===== config.mk =====
export PLATFORM = sky130hd
export DESIGN_NAME = address_attribute_chip_select
export DESIGN_NICKNAME = d
export VERILOG_FILES = /design/src/inc/attr_sel_pkg.sv /design/src/hw/attr_match.sv /design/src/hw/address_attribute_chip_select.sv
export SDC_FILE = /design/constraint.sdc
export NUM_CORES = 1
export LEC_CHECK = 0
export BUFFER_PORTS_ARGS = -buffer_cell sky130_fd_sc_hd__buf_2
export CAP_MARGIN = 20
export CORE_ASPECT_RATIO = 0.9
export CORE_MARGIN = 2
export CORE_UTILIZATION = 59
export CTS_CLUSTER_DIAMETER = 80
export DETAILED_ROUTE_END_ITERATION = 8
export PLACE_DENSITY = 0.86
export SYNTH_ARGS = -nofsm -noshare
export SYNTH_HDL_FRONTEND = slang
export SYNTH_SLANG_ARGS = --single-unit

===== constraint.sdc =====
create_clock -name pclk -period 4.2 [get_ports pclk]
set_input_delay 0.63 -clock pclk [delete_from_list [all_inputs] [get_ports pclk]]
set_output_delay 0.63 -clock pclk [all_outputs]
set_load 0.01 [all_outputs]

===== src/inc/attr_sel_pkg.sv =====
// constants, types and register map for the attribute select block
// assumes a single pclk domain and an APB3 register bus with 32-bit data
`default_nettype none

package attr_sel_pkg;

    localparam int NUM_PINS = 4;

    // register indices; byte address is four times the index
    localparam logic [23:0] ATTR_IDX_0 = 24'hfffff9;
    localparam logic [23:0] ATTR_IDX_1 = 24'hfffff8;
    localparam logic [23:0] ATTR_IDX_2 = 24'hfffff7;
    localparam logic [23:0] ATTR_IDX_3 = 24'hfffff6;
    localparam logic [3:0][31:0] ATTR_ADDR = {
        {6'h00, ATTR_IDX_3, 2'h0}, {6'h00, ATTR_IDX_2, 2'h0},
        {6'h00, ATTR_IDX_1, 2'h0}, {6'h00, ATTR_IDX_0, 2'h0}};
    localparam logic [31:0] STATUS_ADDR = 32'h00000000;

    // attribute register fields
    localparam int MATCH_ADDR_LSB = 12;
    localparam int MATCH_ADDR_W = 12;
    localparam int BIT_COUNT_LSB = 8;
    localparam int BIT_COUNT_W = 4;
    localparam int PACK_BIT = 7;
    localparam int Y_EN_BIT = 5;
    localparam int X_EN_BIT = 4;
    localparam int P_EN_BIT = 3;
    localparam logic [23:0] ATTR_RESET = 24'h000000;
    localparam logic [23:0] ATTR_WMASK = 24'hffffb8;

    // status register fields
    localparam int ST_BUSY = 0;
    localparam int ST_PACKED = 1;
    localparam int ST_BYTE_LSB = 2;
    localparam int ST_PIN_LSB = 4;

    // packed transfer: bytes 0..2
    localparam logic [1:0] FIRST_BYTE = 2'h0;
    localparam logic [1:0] LAST_BYTE = 2'h2;

    typedef enum logic [1:0] {SPACE_X, SPACE_Y, SPACE_P} space_t;

    typedef struct packed {
        logic [23:0] addr;
        space_t space;
        logic dma;
        logic write;
        logic [23:0] wdata;
        logic internal;
    } acc_cmd_t;

endpackage

`default_nettype wire


===== src/hw/attr_match.sv =====
// address compare for one attribute select pin
// assumes the attribute word and the access fields are stable for the cycle
`default_nettype none

module attr_match import attr_sel_pkg::*; (
    // programmed attribute word
    input wire logic [23:0] attr,
    // access under test
    input wire logic [23:0] addr,
    input wire space_t space,
    input wire logic internal,
    // results
    output logic space_en,
    output logic zero_count,
    output logic hit
);
    wire logic [3:0] count;
    wire logic [11:0] mask;
    wire logic addr_eq;

    assign count = attr[BIT_COUNT_LSB +: BIT_COUNT_W];
    // top count bits of the field, matched against the top address bits
    // one compare for both address modes
    assign mask = ~(12'hfff >> count);
    assign addr_eq = ((addr[23:12] ^ attr[MATCH_ADDR_LSB +: MATCH_ADDR_W]) & mask) == 12'h000;
    assign space_en = (space == SPACE_X && attr[X_EN_BIT])
        || (space == SPACE_Y && attr[Y_EN_BIT])
        || (space == SPACE_P && attr[P_EN_BIT]);
    assign zero_count = count == 4'h0;
    // zero count covers all 16M words, but never internal memory
    assign hit = space_en && addr_eq && !(zero_count && internal);

endmodule // attr_match

`default_nettype wire


===== src/hw/address_attribute_chip_select.sv =====
// attribute select pins, byte packing sequencer and APB register file
// assumes one pclk domain; external completion comes back on ext_ready
`default_nettype none

// Functional notes
// pin asserts when address matches programmed bits and the space is enabled
// match address field is bits 23..12, upper twelve of 24-bit address
// same upper-bit compare applies in 16-bit compatibility mode
// bit count in bits 11..8 selects how many top bits are compared
// zero count asserts pin over whole range of every enabled space
// zero count never asserts pin for internal memory accesses
// software never programs bit count 1111, 1110 or 1101
// packing splits a DMA access into three byte accesses at addr, +1, +2
// little-endian: low byte at lowest address and moved first
// packed bytes travel on the eight low external data lines
// packing off means one 24-bit external access per DMA transfer
// core accesses are never packed
// software steps DMA by three in two-dimensional mode
// software keeps the +1 and +2 bytes inside the same decoded range
// the three byte accesses hold bus mastership as one access
// each register enables X, Y and program spaces independently
// Y enable bit 5 gates Y data matches
// X enable bit 4 gates X data matches
// program enable bit 3 gates program matches
// match evaluated once per access and pin held throughout
module address_attribute_chip_select import attr_sel_pkg::*; (
    // clock and reset
    input wire logic pclk,
    input wire logic presetn,
    // apb slave
    input wire logic [31:0] paddr,
    input wire logic psel,
    input wire logic penable,
    input wire logic pwrite,
    input wire logic [31:0] pwdata,
    output logic [31:0] prdata,
    output logic pready,
    output logic pslverr,
    // access request from core or dma
    input wire logic acc_req,
    input wire acc_cmd_t acc_cmd,
    output logic acc_done,
    output logic [23:0] acc_rdata,
    // external port
    output logic [23:0] ext_addr,
    output logic ext_strobe,
    output logic ext_write,
    input wire logic ext_ready,
    input wire logic [23:0] ext_data_in,
    output logic [23:0] ext_data_out,
    output logic ext_data_oe,
    output logic [NUM_PINS-1:0] attribute_select_pin,
    output logic bus_hold
);
    typedef enum logic [1:0] {IDLE, XFER, RESP} xfer_state_t;

    xfer_state_t state;
    xfer_state_t next_state;
    logic [23:0] attr_reg [NUM_PINS];
    acc_cmd_t cmd_q;
    logic packed_q;
    logic [1:0] byte_idx;

    logic [1:0] next_byte_idx;
    logic [23:0] next_ext_addr;
    logic [23:0] next_ext_data_out;
    logic [23:0] next_rdata;
    logic next_strobe;
    logic next_oe;
    logic next_hold;
    logic next_done;
    logic [NUM_PINS-1:0] next_pin;

    // apb decode
    wire logic setup;
    wire logic wr_take;
    wire logic [NUM_PINS-1:0] sel_attr;
    wire logic sel_status;
    wire logic mapped;
    wire logic [31:0] read_mux;
    wire logic [7:0] status_word;

    // match decode
    wire logic [NUM_PINS-1:0] hit_vec;
    wire logic [NUM_PINS-1:0] space_en_vec;
    wire logic [NUM_PINS-1:0] zero_vec;
    wire logic [NUM_PINS-1:0] pack_vec;
    wire logic accept;
    wire logic pack_now;
    wire logic byte_ack;
    wire logic more_bytes;
    wire logic [23:0] cur_byte_addr;
    wire logic [7:0] next_wbyte;
    wire logic [1:0] step_idx;

    assign setup = psel && !penable;
    assign wr_take = psel && penable && pready && pwrite;
    assign sel_status = paddr == STATUS_ADDR;
    assign mapped = (|sel_attr) || sel_status;
    assign status_word = {attribute_select_pin, byte_idx, packed_q, state != IDLE};

    genvar gi;
    generate
        for (gi = 0; gi < NUM_PINS; gi++) begin : g_pin
            assign sel_attr[gi] = paddr == ATTR_ADDR[gi];
            assign pack_vec[gi] = attr_reg[gi][PACK_BIT];
            attr_match u_match (
                .attr(attr_reg[gi]),
                .addr(acc_cmd.addr),
                .space(acc_cmd.space),
                .internal(acc_cmd.internal),
                .space_en(space_en_vec[gi]),
                .zero_count(zero_vec[gi]),
                .hit(hit_vec[gi])
            );
        end
    endgenerate

    assign read_mux = sel_attr[0] ? {8'h00, attr_reg[0]}
        : sel_attr[1] ? {8'h00, attr_reg[1]}
        : sel_attr[2] ? {8'h00, attr_reg[2]}
        : sel_attr[3] ? {8'h00, attr_reg[3]}
        : sel_status ? {24'h000000, status_word}
        : 32'h00000000;

    // register file; writes land at the completing access edge only
    always_ff @(posedge pclk or negedge presetn) begin
        if (!presetn) begin
            for (int i = 0; i < NUM_PINS; i++) begin
                attr_reg[i] <= ATTR_RESET;
            end
        end else if (wr_take) begin
            for (int i = 0; i < NUM_PINS; i++) begin
                if (sel_attr[i]) begin
                    attr_reg[i] <= pwdata[23:0] & ATTR_WMASK;
                end
            end
        end
    end

    // one wait-free access phase: ready is raised in the cycle after setup
    always_ff @(posedge pclk or negedge presetn) begin
        if (!presetn) begin
            pready <= 1'b0;
            pslverr <= 1'b0;
            prdata <= 32'h00000000;
        end else begin
            pready <= setup;
            pslverr <= setup && !mapped;
            prdata <= setup ? read_mux : prdata;
        end
    end

    // transfer sequencer
    assign accept = state == IDLE && acc_req;
    // packing is for dma only, and only when a hitting register asks for it
    assign pack_now = acc_cmd.dma && |(hit_vec & pack_vec);
    assign byte_ack = state == XFER && ext_ready;
    assign more_bytes = packed_q && byte_idx != LAST_BYTE;
    // built from the current index, so the next-state logic never reads itself
    assign step_idx = byte_idx + 2'h1;
    assign cur_byte_addr = cmd_q.addr + {22'h0, step_idx};
    assign next_wbyte = cmd_q.wdata[8 * step_idx +: 8];

    always_comb begin
        next_state = state;
        next_byte_idx = byte_idx;
        next_ext_addr = ext_addr;
        next_ext_data_out = ext_data_out;
        next_rdata = acc_rdata;
        next_strobe = ext_strobe;
        next_oe = ext_data_oe;
        next_hold = bus_hold;
        next_done = 1'b0;
        next_pin = attribute_select_pin;
        unique case (state)
            IDLE: begin
                if (acc_req) begin
                    next_state = XFER;
                    next_byte_idx = FIRST_BYTE;
                    next_ext_addr = acc_cmd.addr;
                    // low byte first on the low lanes when packing
                    next_ext_data_out = pack_now ? {16'h0000, acc_cmd.wdata[7:0]}
                        : acc_cmd.wdata;
                    next_strobe = 1'b1;
                    next_oe = acc_cmd.write;
                    next_hold = pack_now;
                    next_pin = hit_vec;
                end
            end
            XFER: begin
                if (byte_ack) begin
                    if (packed_q) begin
                        next_rdata[8 * byte_idx +: 8] = ext_data_in[7:0];
                    end else begin
                        next_rdata = ext_data_in;
                    end
                    if (more_bytes) begin
                        // pins and hold stay put between bytes
                        next_byte_idx = step_idx;
                        next_ext_addr = cur_byte_addr;
                        next_ext_data_out = {16'h0000, next_wbyte};
                    end else begin
                        next_state = RESP;
                        next_strobe = 1'b0;
                        next_oe = 1'b0;
                        next_hold = 1'b0;
                        next_done = 1'b1;
                        next_pin = {NUM_PINS{1'b0}};
                    end
                end
            end
            RESP: begin
                // gap cycle so a request still high under done is not retaken
                next_state = IDLE;
            end
        endcase
    end

    always_ff @(posedge pclk or negedge presetn) begin
        if (!presetn) begin
            state <= IDLE;
            cmd_q <= '0;
            packed_q <= 1'b0;
            byte_idx <= FIRST_BYTE;
            ext_addr <= 24'h000000;
            ext_data_out <= 24'h000000;
            acc_rdata <= 24'h000000;
            ext_strobe <= 1'b0;
            ext_write <= 1'b0;
            ext_data_oe <= 1'b0;
            bus_hold <= 1'b0;
            acc_done <= 1'b0;
            attribute_select_pin <= {NUM_PINS{1'b0}};
        end else begin
            state <= next_state;
            byte_idx <= next_byte_idx;
            ext_addr <= next_ext_addr;
            ext_data_out <= next_ext_data_out;
            acc_rdata <= next_rdata;
            ext_strobe <= next_strobe;
            ext_data_oe <= next_oe;
            bus_hold <= next_hold;
            acc_done <= next_done;
            attribute_select_pin <= next_pin;
            if (accept) begin
                cmd_q <= acc_cmd;
                packed_q <= pack_now;
                ext_write <= acc_cmd.write;
            end
        end
    end
endmodule // address_attribute_chip_select

`default_nettype wire


==> results of run 1 <==
==> final timing paths <==
check | from | slack (ns) | to
max in group asynchronous | presetn | 2.95 | attr_reg[84]
setup / recovery | byte_idx[1] | 1.30 | ext_addr[23]
hold reg to reg | ext_data_out[7] | 0.47 | ext_data_out[7]
min in group pclk | acc_cmd[25] | 0.34 | ext_data_oe
hold / removal | presetn | 0.14 | ext_addr[7]
setup reg to reg | byte_idx[1] | 1.30 | ext_addr[23]
==> metrics by stage <==
stage,instance area (um2),setup slack (ns),instances
6_report,14300,1.30,1601
5_1_grt,14300,1.00,1601
4_1_cts,14300,1.30,1596
3_5_place_dp,13400,1.08,1552
3_3_place_gp,13400,1.16,1552
2_1_floorplan,12000,1.55,1109
==> cell type report <==
class	instances	area (um2)
Fill cell	1461	5690
Multi-Input combinational cell	772	5590
Timing Repair Buffer	269	1420
Clock buffer	36	726
Inverter	17	63.8
Antenna cell	4	10.0
Tap cell	255	319
Clock inverter	8	151
Sequential cell	240	6010
==> kinds of logic after synthesis <==
kind of cell	share of synthesized area, %
other	0.0313
XOR/XNOR	5.04
buffers and inverters	3.54
flip-flops	50.1
AO/OA/AOI/OAI	13.3
adder cells (fa/ha/maj)	0.897
multiplexers	16.2
AND/OR/NAND/NOR	10.9
==> per-layer routing <==
metal / wire length, um / share of wire (%) / vias to the layer above
met5: 0 / 0 / -
met4: 1190 / 3.6 / 0
met3: 2770 / 8.4 / 88
met2: 15500 / 47 / 536
met1: 13400 / 41 / 4820
li1: - / - / 4400
==> power breakdown <==
part | total (uW) | internal (uW) | switching, uW
clock network | 2350 | 1440 | 909
registers | 3330 | 2940 | 391
logic | 2610 | 1120 | 1480
==> worst max-delay path, delay by kind of cell (launching register included) <==
kind / cells / cell delay, ns
simple gates: 3 / 0.41
fa+ha+maj: 2 / 0.64
buf+inv: 3 / 0.52
xor+xnor: 1 / 0.07
compound gates: 2 / 0.69
flops: 1 / 0.45
==> synth_stat cells, types with 5 or more instances <==
cell type / instances / area share [%]
sky130_fd_sc_hd__o21ai_1: 5 / 0.21
sky130_fd_sc_hd__o21a_1: 10 / 0.63
sky130_fd_sc_hd__xor2_1: 8 / 0.58
sky130_fd_sc_hd__nor3_1: 15 / 0.63
sky130_fd_sc_hd__a22o_1: 18 / 1.3
sky130_fd_sc_hd__mux2i_1: 34 / 2.8
sky130_fd_sc_hd__nand4_1: 17 / 0.89
sky130_fd_sc_hd__a211oi_1: 7 / 0.44
sky130_fd_sc_hd__a21oi_1: 61 / 2.5
sky130_fd_sc_hd__o211ai_1: 14 / 0.88
sky130_fd_sc_hd__nor4_1: 14 / 0.73
sky130_fd_sc_hd__o31ai_1: 12 / 0.75
sky130_fd_sc_hd__o22ai_1: 5 / 0.26
sky130_fd_sc_hd__ha_1: 7 / 0.73
sky130_fd_sc_hd__nand3_1: 10 / 0.42
sky130_fd_sc_hd__a21o_1: 10 / 0.63
sky130_fd_sc_hd__nor2b_1: 18 / 0.94
sky130_fd_sc_hd__buf_2: 9 / 0.38
sky130_fd_sc_hd__nand2_1: 89 / 2.8
sky130_fd_sc_hd__buf_1: 9 / 0.28
sky130_fd_sc_hd__mux2_1: 20 / 1.9
sky130_fd_sc_hd__clkbuf_1: 49 / 1.5
sky130_fd_sc_hd__a222oi_1: 6 / 0.50
sky130_fd_sc_hd__o221ai_1: 10 / 0.73
sky130_fd_sc_hd__dfrtp_1: 240 / 50
sky130_fd_sc_hd__nor2_1: 73 / 2.3
sky130_fd_sc_hd__mux2_2: 122 / 11
sky130_fd_sc_hd__o21ai_0: 52 / 2.2
sky130_fd_sc_hd__buf_4: 13 / 0.81
sky130_fd_sc_hd__xnor2_1: 61 / 4.5
sky130_fd_sc_hd__a221oi_1: 8 / 0.58
sky130_fd_sc_hd__inv_1: 17 / 0.53
sky130_fd_sc_hd__a31oi_1: 5 / 0.26
==> results.toml, run 1 <==
[setup_path]
start_kind = "flip-flop"
crit_chain = "inv_1 -> ha_1 -> buf_4 -> ha_1 -> a21oi_1 -> nor4_1 -> buf_4 -> and2_1 -> nand3_1 -> xor2_1 -> o311ai_0"
setup.worst_path.end_class = "flip-flop"
critical_path_peak_fanout = 11
rr_worst_depth = 11
cpPeakStageDelay_ns = 0.45
cp_data_arrival_time_ns = 3.31
critPathKind = "reg -> reg"
cp.required_ns = 4.61
crit_path_top_delay_cell = "sky130_fd_sc_hd__dfrtp_1"

[clock_tree]
ctsRootBufferMaster = "sky130_fd_sc_hd__clkbuf_16"
cts.repair_timing.setup_buffer_count = 0
post_cts_resize_count = 0
cts_hold_buffers = 0
total_clock_buffers_created_by_cts = 24
clock_tree_from_tritoncts = "built"
tritoncts_num_sinks = 240
cts_max_path_buffers = 3
clock_insertion_delay_worst_skew_ns = 0.53
clk_pin_slew_ns = 0.06
cts_max_level = 1

[global_routing]
first_global_vias = 9872
grt_antenna_before_repair = 4
largest_net_degree_at_the_start_of_global_routing = 127
grt-busiest-layer = "met2"
track_usage_pct = 30.6
grt.overflow.total = 0
groute.layer.met3.usage_pct = 5.23
grt_pass1_wl_um = 52500
met1_usage_pct = 41.4
grt_use_met2_pct = 50.5

[final_layout]
largest_register_ff_count = 80
finalCoreUtilization_pct = 71.5
synthToLayoutAreaGrowth_pct = 19.2
layout_common_cells = "sky130_fd_sc_hd__buf_2, sky130_fd_sc_hd__dfrtp_1, sky130_fd_sc_hd__mux2_2"
layout_commonest_cell = "sky130_fd_sc_hd__buf_2"
post_route_cells_drive_above_1_share_pct = 33.1
nNetsFinal = 1480

[timing]
timing_max_transition_violations_final = 0
fmaxAchievable_mhz = 344
final.setup_skew_ns = 0.0122
hold-worst-slack_ns = 0.142
setup_total_negative_slack_ns = 0
period_minus_slack_ns = 2.90
timing.slew.headroom_pct = 31.1
final-setup-viol-count = 0
final_hold_viol_count = 0
final_min_period_over_clock_period_pct = 69.2
worst_pin_slew_ns = 1.03
rsz0062_at_grt = "no"

[power_and_ir_drop]
peakVddDrop_uv = 356
total_power_uw = 8280
cellPowerDensity_mw_per_mm2 = 579
power.static_leakage_uw = 0.00675

[die]
initial_utilization_pct = 60.0
overall_die_area_mm2 = 0.0215
floorplan.core_area_mm2 = 0.0200
chipHeight_um = 139
ios = 263
fp.dieW_um = 154
fp-row-count = 49

[route]
drcViolationCount = 0
aggregate_routed_wire_length_um = 32900
vias_per_cell = 6.15
avgRoutedWirePerCell_um = 20.6
final_antenna_net_count = 0
detailedRoute.firstPassIterationCount = 5
drtIter0Drc = 736
route.vias.total = 9844

[place]
dpl.hpwl_um = 23300
port-buffer-count = 242
gpl.final_weighted_congestion = 0.942

[yosys]
number_of_standard_cells_after_synthesis = 1102
ys_seq_area_share_pct = 50.1
syn-cell-area_mm2 = 0.0120
synth_edf_count = 0
yosys.cell_types.count = 58
yosysWarningCount = 0
synth.avg_cell_area_um2 = 10.9
synth-async-reset-ratio_pct = 100
ys.flop_type = "sky130_fd_sc_hd__dfrtp_1"
ys_ff_latch = 240

[worst_hold_path]
hold_path_class = "in -> async"

[flow_run]
max_cap_violations = 0

[status]
outcome = "complete, no violations"
Power figures use the tool's default switching activity.
==> inputs of run 2 (changes only) <==
- CORE_UTILIZATION: 59 -> 55
- PLACE_DENSITY: 0.86 -> 0.81
- clock period: 4.2 -> 2.7 ns (I/O delays scaled with it)
==> run 2 against run 1 <==
  * First-iteration DRC count rose by 23%
  * Clock skew is 0.00092 ns lower
  * Cell count up 3.2%
  * Highest routed layer unchanged
  * Largest cell class unchanged
  * Combinational power up 58%
  * Die area grew 7.1%
  * Worst setup slack got worse by 1.0 ns
  * Non-clock buffer count grew 17
  * Critical path type unchanged
==> results.toml, run 2 (same netlist as run 1, synthesis figures left out) <==
[status]
outcome = "complete, no violations"

[timing]
setup_total_negative_slack_ns = 0
fmaxAchievable_mhz = 416
timing_max_transition_violations_final = 0
final-setup-viol-count = 0
rsz0062_at_grt = "no"
hold-worst-slack_ns = 0.114
post-route-worst-setup-slack_ns = 0.296
final.setup_skew_ns = 0.0113
period_minus_slack_ns = 2.40
final_hold_viol_count = 0
worst_pin_slew_ns = 0.808
final_min_period_over_clock_period_pct = 89.0
timing.slew.headroom_pct = 45.4

[setup_path]
crit_path_top_delay_cell = "sky130_fd_sc_hd__ha_1"
reg2reg_from = "byte_idx[0]"
start_kind = "flip-flop"
r2r_endpoint = "ext_addr[18]"
cp_data_arrival_time_ns = 2.81
rr_worst_depth = 10
critical_path_peak_fanout = 6
setup.worst_path.end_class = "flip-flop"
critPathKind = "reg -> reg"
reg2reg_setup_slack_ns = 0.30
cpPeakStageDelay_ns = 0.37
cp.required_ns = 3.11
crit_chain = "inv_1 -> ha_1 -> fa_1 -> nand3_1 -> nor4_1 -> buf_4 -> nand4_1 -> xnor2_1 -> mux2i_1 -> o21ai_0"

[die]
overall_die_area_mm2 = 0.0230
chipHeight_um = 144
initial_utilization_pct = 55.8
ios = 263
fp.dieW_um = 160
floorplan.core_area_mm2 = 0.0215
fp-row-count = 51

[global_routing]
track_usage_pct = 27.8
grt_pass1_wl_um = 50700
grt_antenna_before_repair = 3
first_global_vias = 9331
largest_net_degree_at_the_start_of_global_routing = 98
grt.overflow.total = 0

[worst_hold_path]
timing.hold.worst_path_depth = 3
hold-path-endpoint = "ext_data_out[17]"
worstHoldStart = "acc_cmd[18]"
hold_path_class = "in -> reg"

[route]
vias_per_cell = 5.88
drtIter0Drc = 904
aggregate_routed_wire_length_um = 32500
final_antenna_net_count = 0
drcViolationCount = 0
avgRoutedWirePerCell_um = 19.6
detailedRoute.firstPassIterationCount = 5
route.vias.total = 9721

[power_and_ir_drop]
clock_power_share_pct = 27.1
total_switching_power_uw = 4330
seq_power_share_pct = 40.6
combinationalPowerShare_pct = 32.3
power.static_leakage_uw = 0.00684
cellPowerDensity_mw_per_mm2 = 879
peakVddDrop_uv = 610
p_sw_share_pct = 34.0
intPower_uw = 8410

[place]
placed_cells = 1605
gpl.final_weighted_congestion = 0.856
dp_worst_slack_ns = 0.00236
dpl.hpwl_um = 23500
port-buffer-count = 242

[clock_tree]
clock_insertion_delay_worst_skew_ns = 0.54
cts_max_level = 1
post_cts_resize_count = 0
ctsRootBufferMaster = "sky130_fd_sc_hd__clkbuf_16"
tritoncts_num_sinks = 240
clk_pin_slew_ns = 0.06
total_clock_buffers_created_by_cts = 25
clock_tree_from_tritoncts = "built"
cts_max_path_buffers = 3

[final_layout]
num-fill-cells = 1686
layout_common_cells = "sky130_fd_sc_hd__buf_2, sky130_fd_sc_hd__dfrtp_1, sky130_fd_sc_hd__mux2_2"
synthToLayoutAreaGrowth_pct = 20.9
nNetsFinal = 1498
final_cell_count_no_fill = 1653
post_route_cells_drive_above_1_share_pct = 34.0
layout_commonest_cell = "sky130_fd_sc_hd__buf_2"
largest_register_ff_count = 80

[flow_run]
max_cap_violations = 0
==> run 2: cell type report <==
| type | count | area [um2] | share of cell area (%) |
|---|---|---|---|
| inverters | 17 | 63.8 | 0.440 |
| repair buffers | 286 | 1630 | 11.2 |
| clock buffers | 35 | 743 | 5.13 |
| multi-input cells | 772 | 5590 | 38.6 |
| diodes | 3 | 7.51 | 0.0518 |
| well taps | 291 | 364 | 2.51 |
| clock inverters | 9 | 88.8 | 0.613 |
| flip-flops and latches | 240 | 6010 | 41.4 |
==> run 2: how the worst max path moves through the flow <==
stage	start	endpoint	cells past startpoint
2_1_floorplan	byte_idx[0]	ext_addr[23]	9
3_5_place_dp	paddr[31]	attr_reg[80]	8
6_report	byte_idx[0]	ext_addr[18]	10
4_1_cts	byte_idx[0]	ext_addr[18]	10
5_1_grt	byte_idx[0]	ext_addr[16]	10
3_3_place_gp	paddr[31]	attr_reg[88]	8
==> run 2: per-layer routing <==
metal	vias to the layer above	share of wire (%)	global-route usage, %
li1	4452	-	-
met1	4768	42	38.1
met2	441	47	45.9
met3	60	8.1	4.99
met4	0	2.5	7.70
met5	-	0	0
==> run 2: power by group through the flow <==
stage | clock network, uW | registers, uW | logic [uW]
2_1_floorplan | 0 | 5380 | 2420
3_3_place_gp | 0 | 5160 | 3990
5_1_grt | 3650 | 5290 | 4540
3_5_place_dp | 0 | 5210 | 4130
4_1_cts | 3500 | 5160 | 4150
6_report | 3450 | 5170 | 4120
==> run 2: per-stage QoR <==
step                utilization [%]  cell area [um2]  power, uW
floorplan                         -            12000       7800
global placement               63.5            13600       9150
detailed placement             63.5            13600       9340
CTS                            67.4            14500      12800
global route                   67.4            14500      13500
finish                         67.4            14500      12700
==> run 2: what timing repair did <==
action / in CTS / in global routing
setup buffers: 0 / 0
endpoints found under the hold margin: 91 / 0
hold buffers: 1 / 0
==> run 2: worst max-delay path: cells and delay by family (launching register included) <==
| kind | cells | cell delay (ns) |
|---|---|---|
| AO/OA/AOI/OAI | 1 | 0.09 |
| XOR/XNOR | 1 | 0.15 |
| adder cells (fa/ha/maj) | 2 | 0.62 |
| buffers and inverters | 2 | 0.24 |
| flip-flops | 1 | 0.34 |
| multiplexers | 1 | 0.16 |
| AND/OR/NAND/NOR | 3 | 0.68 |
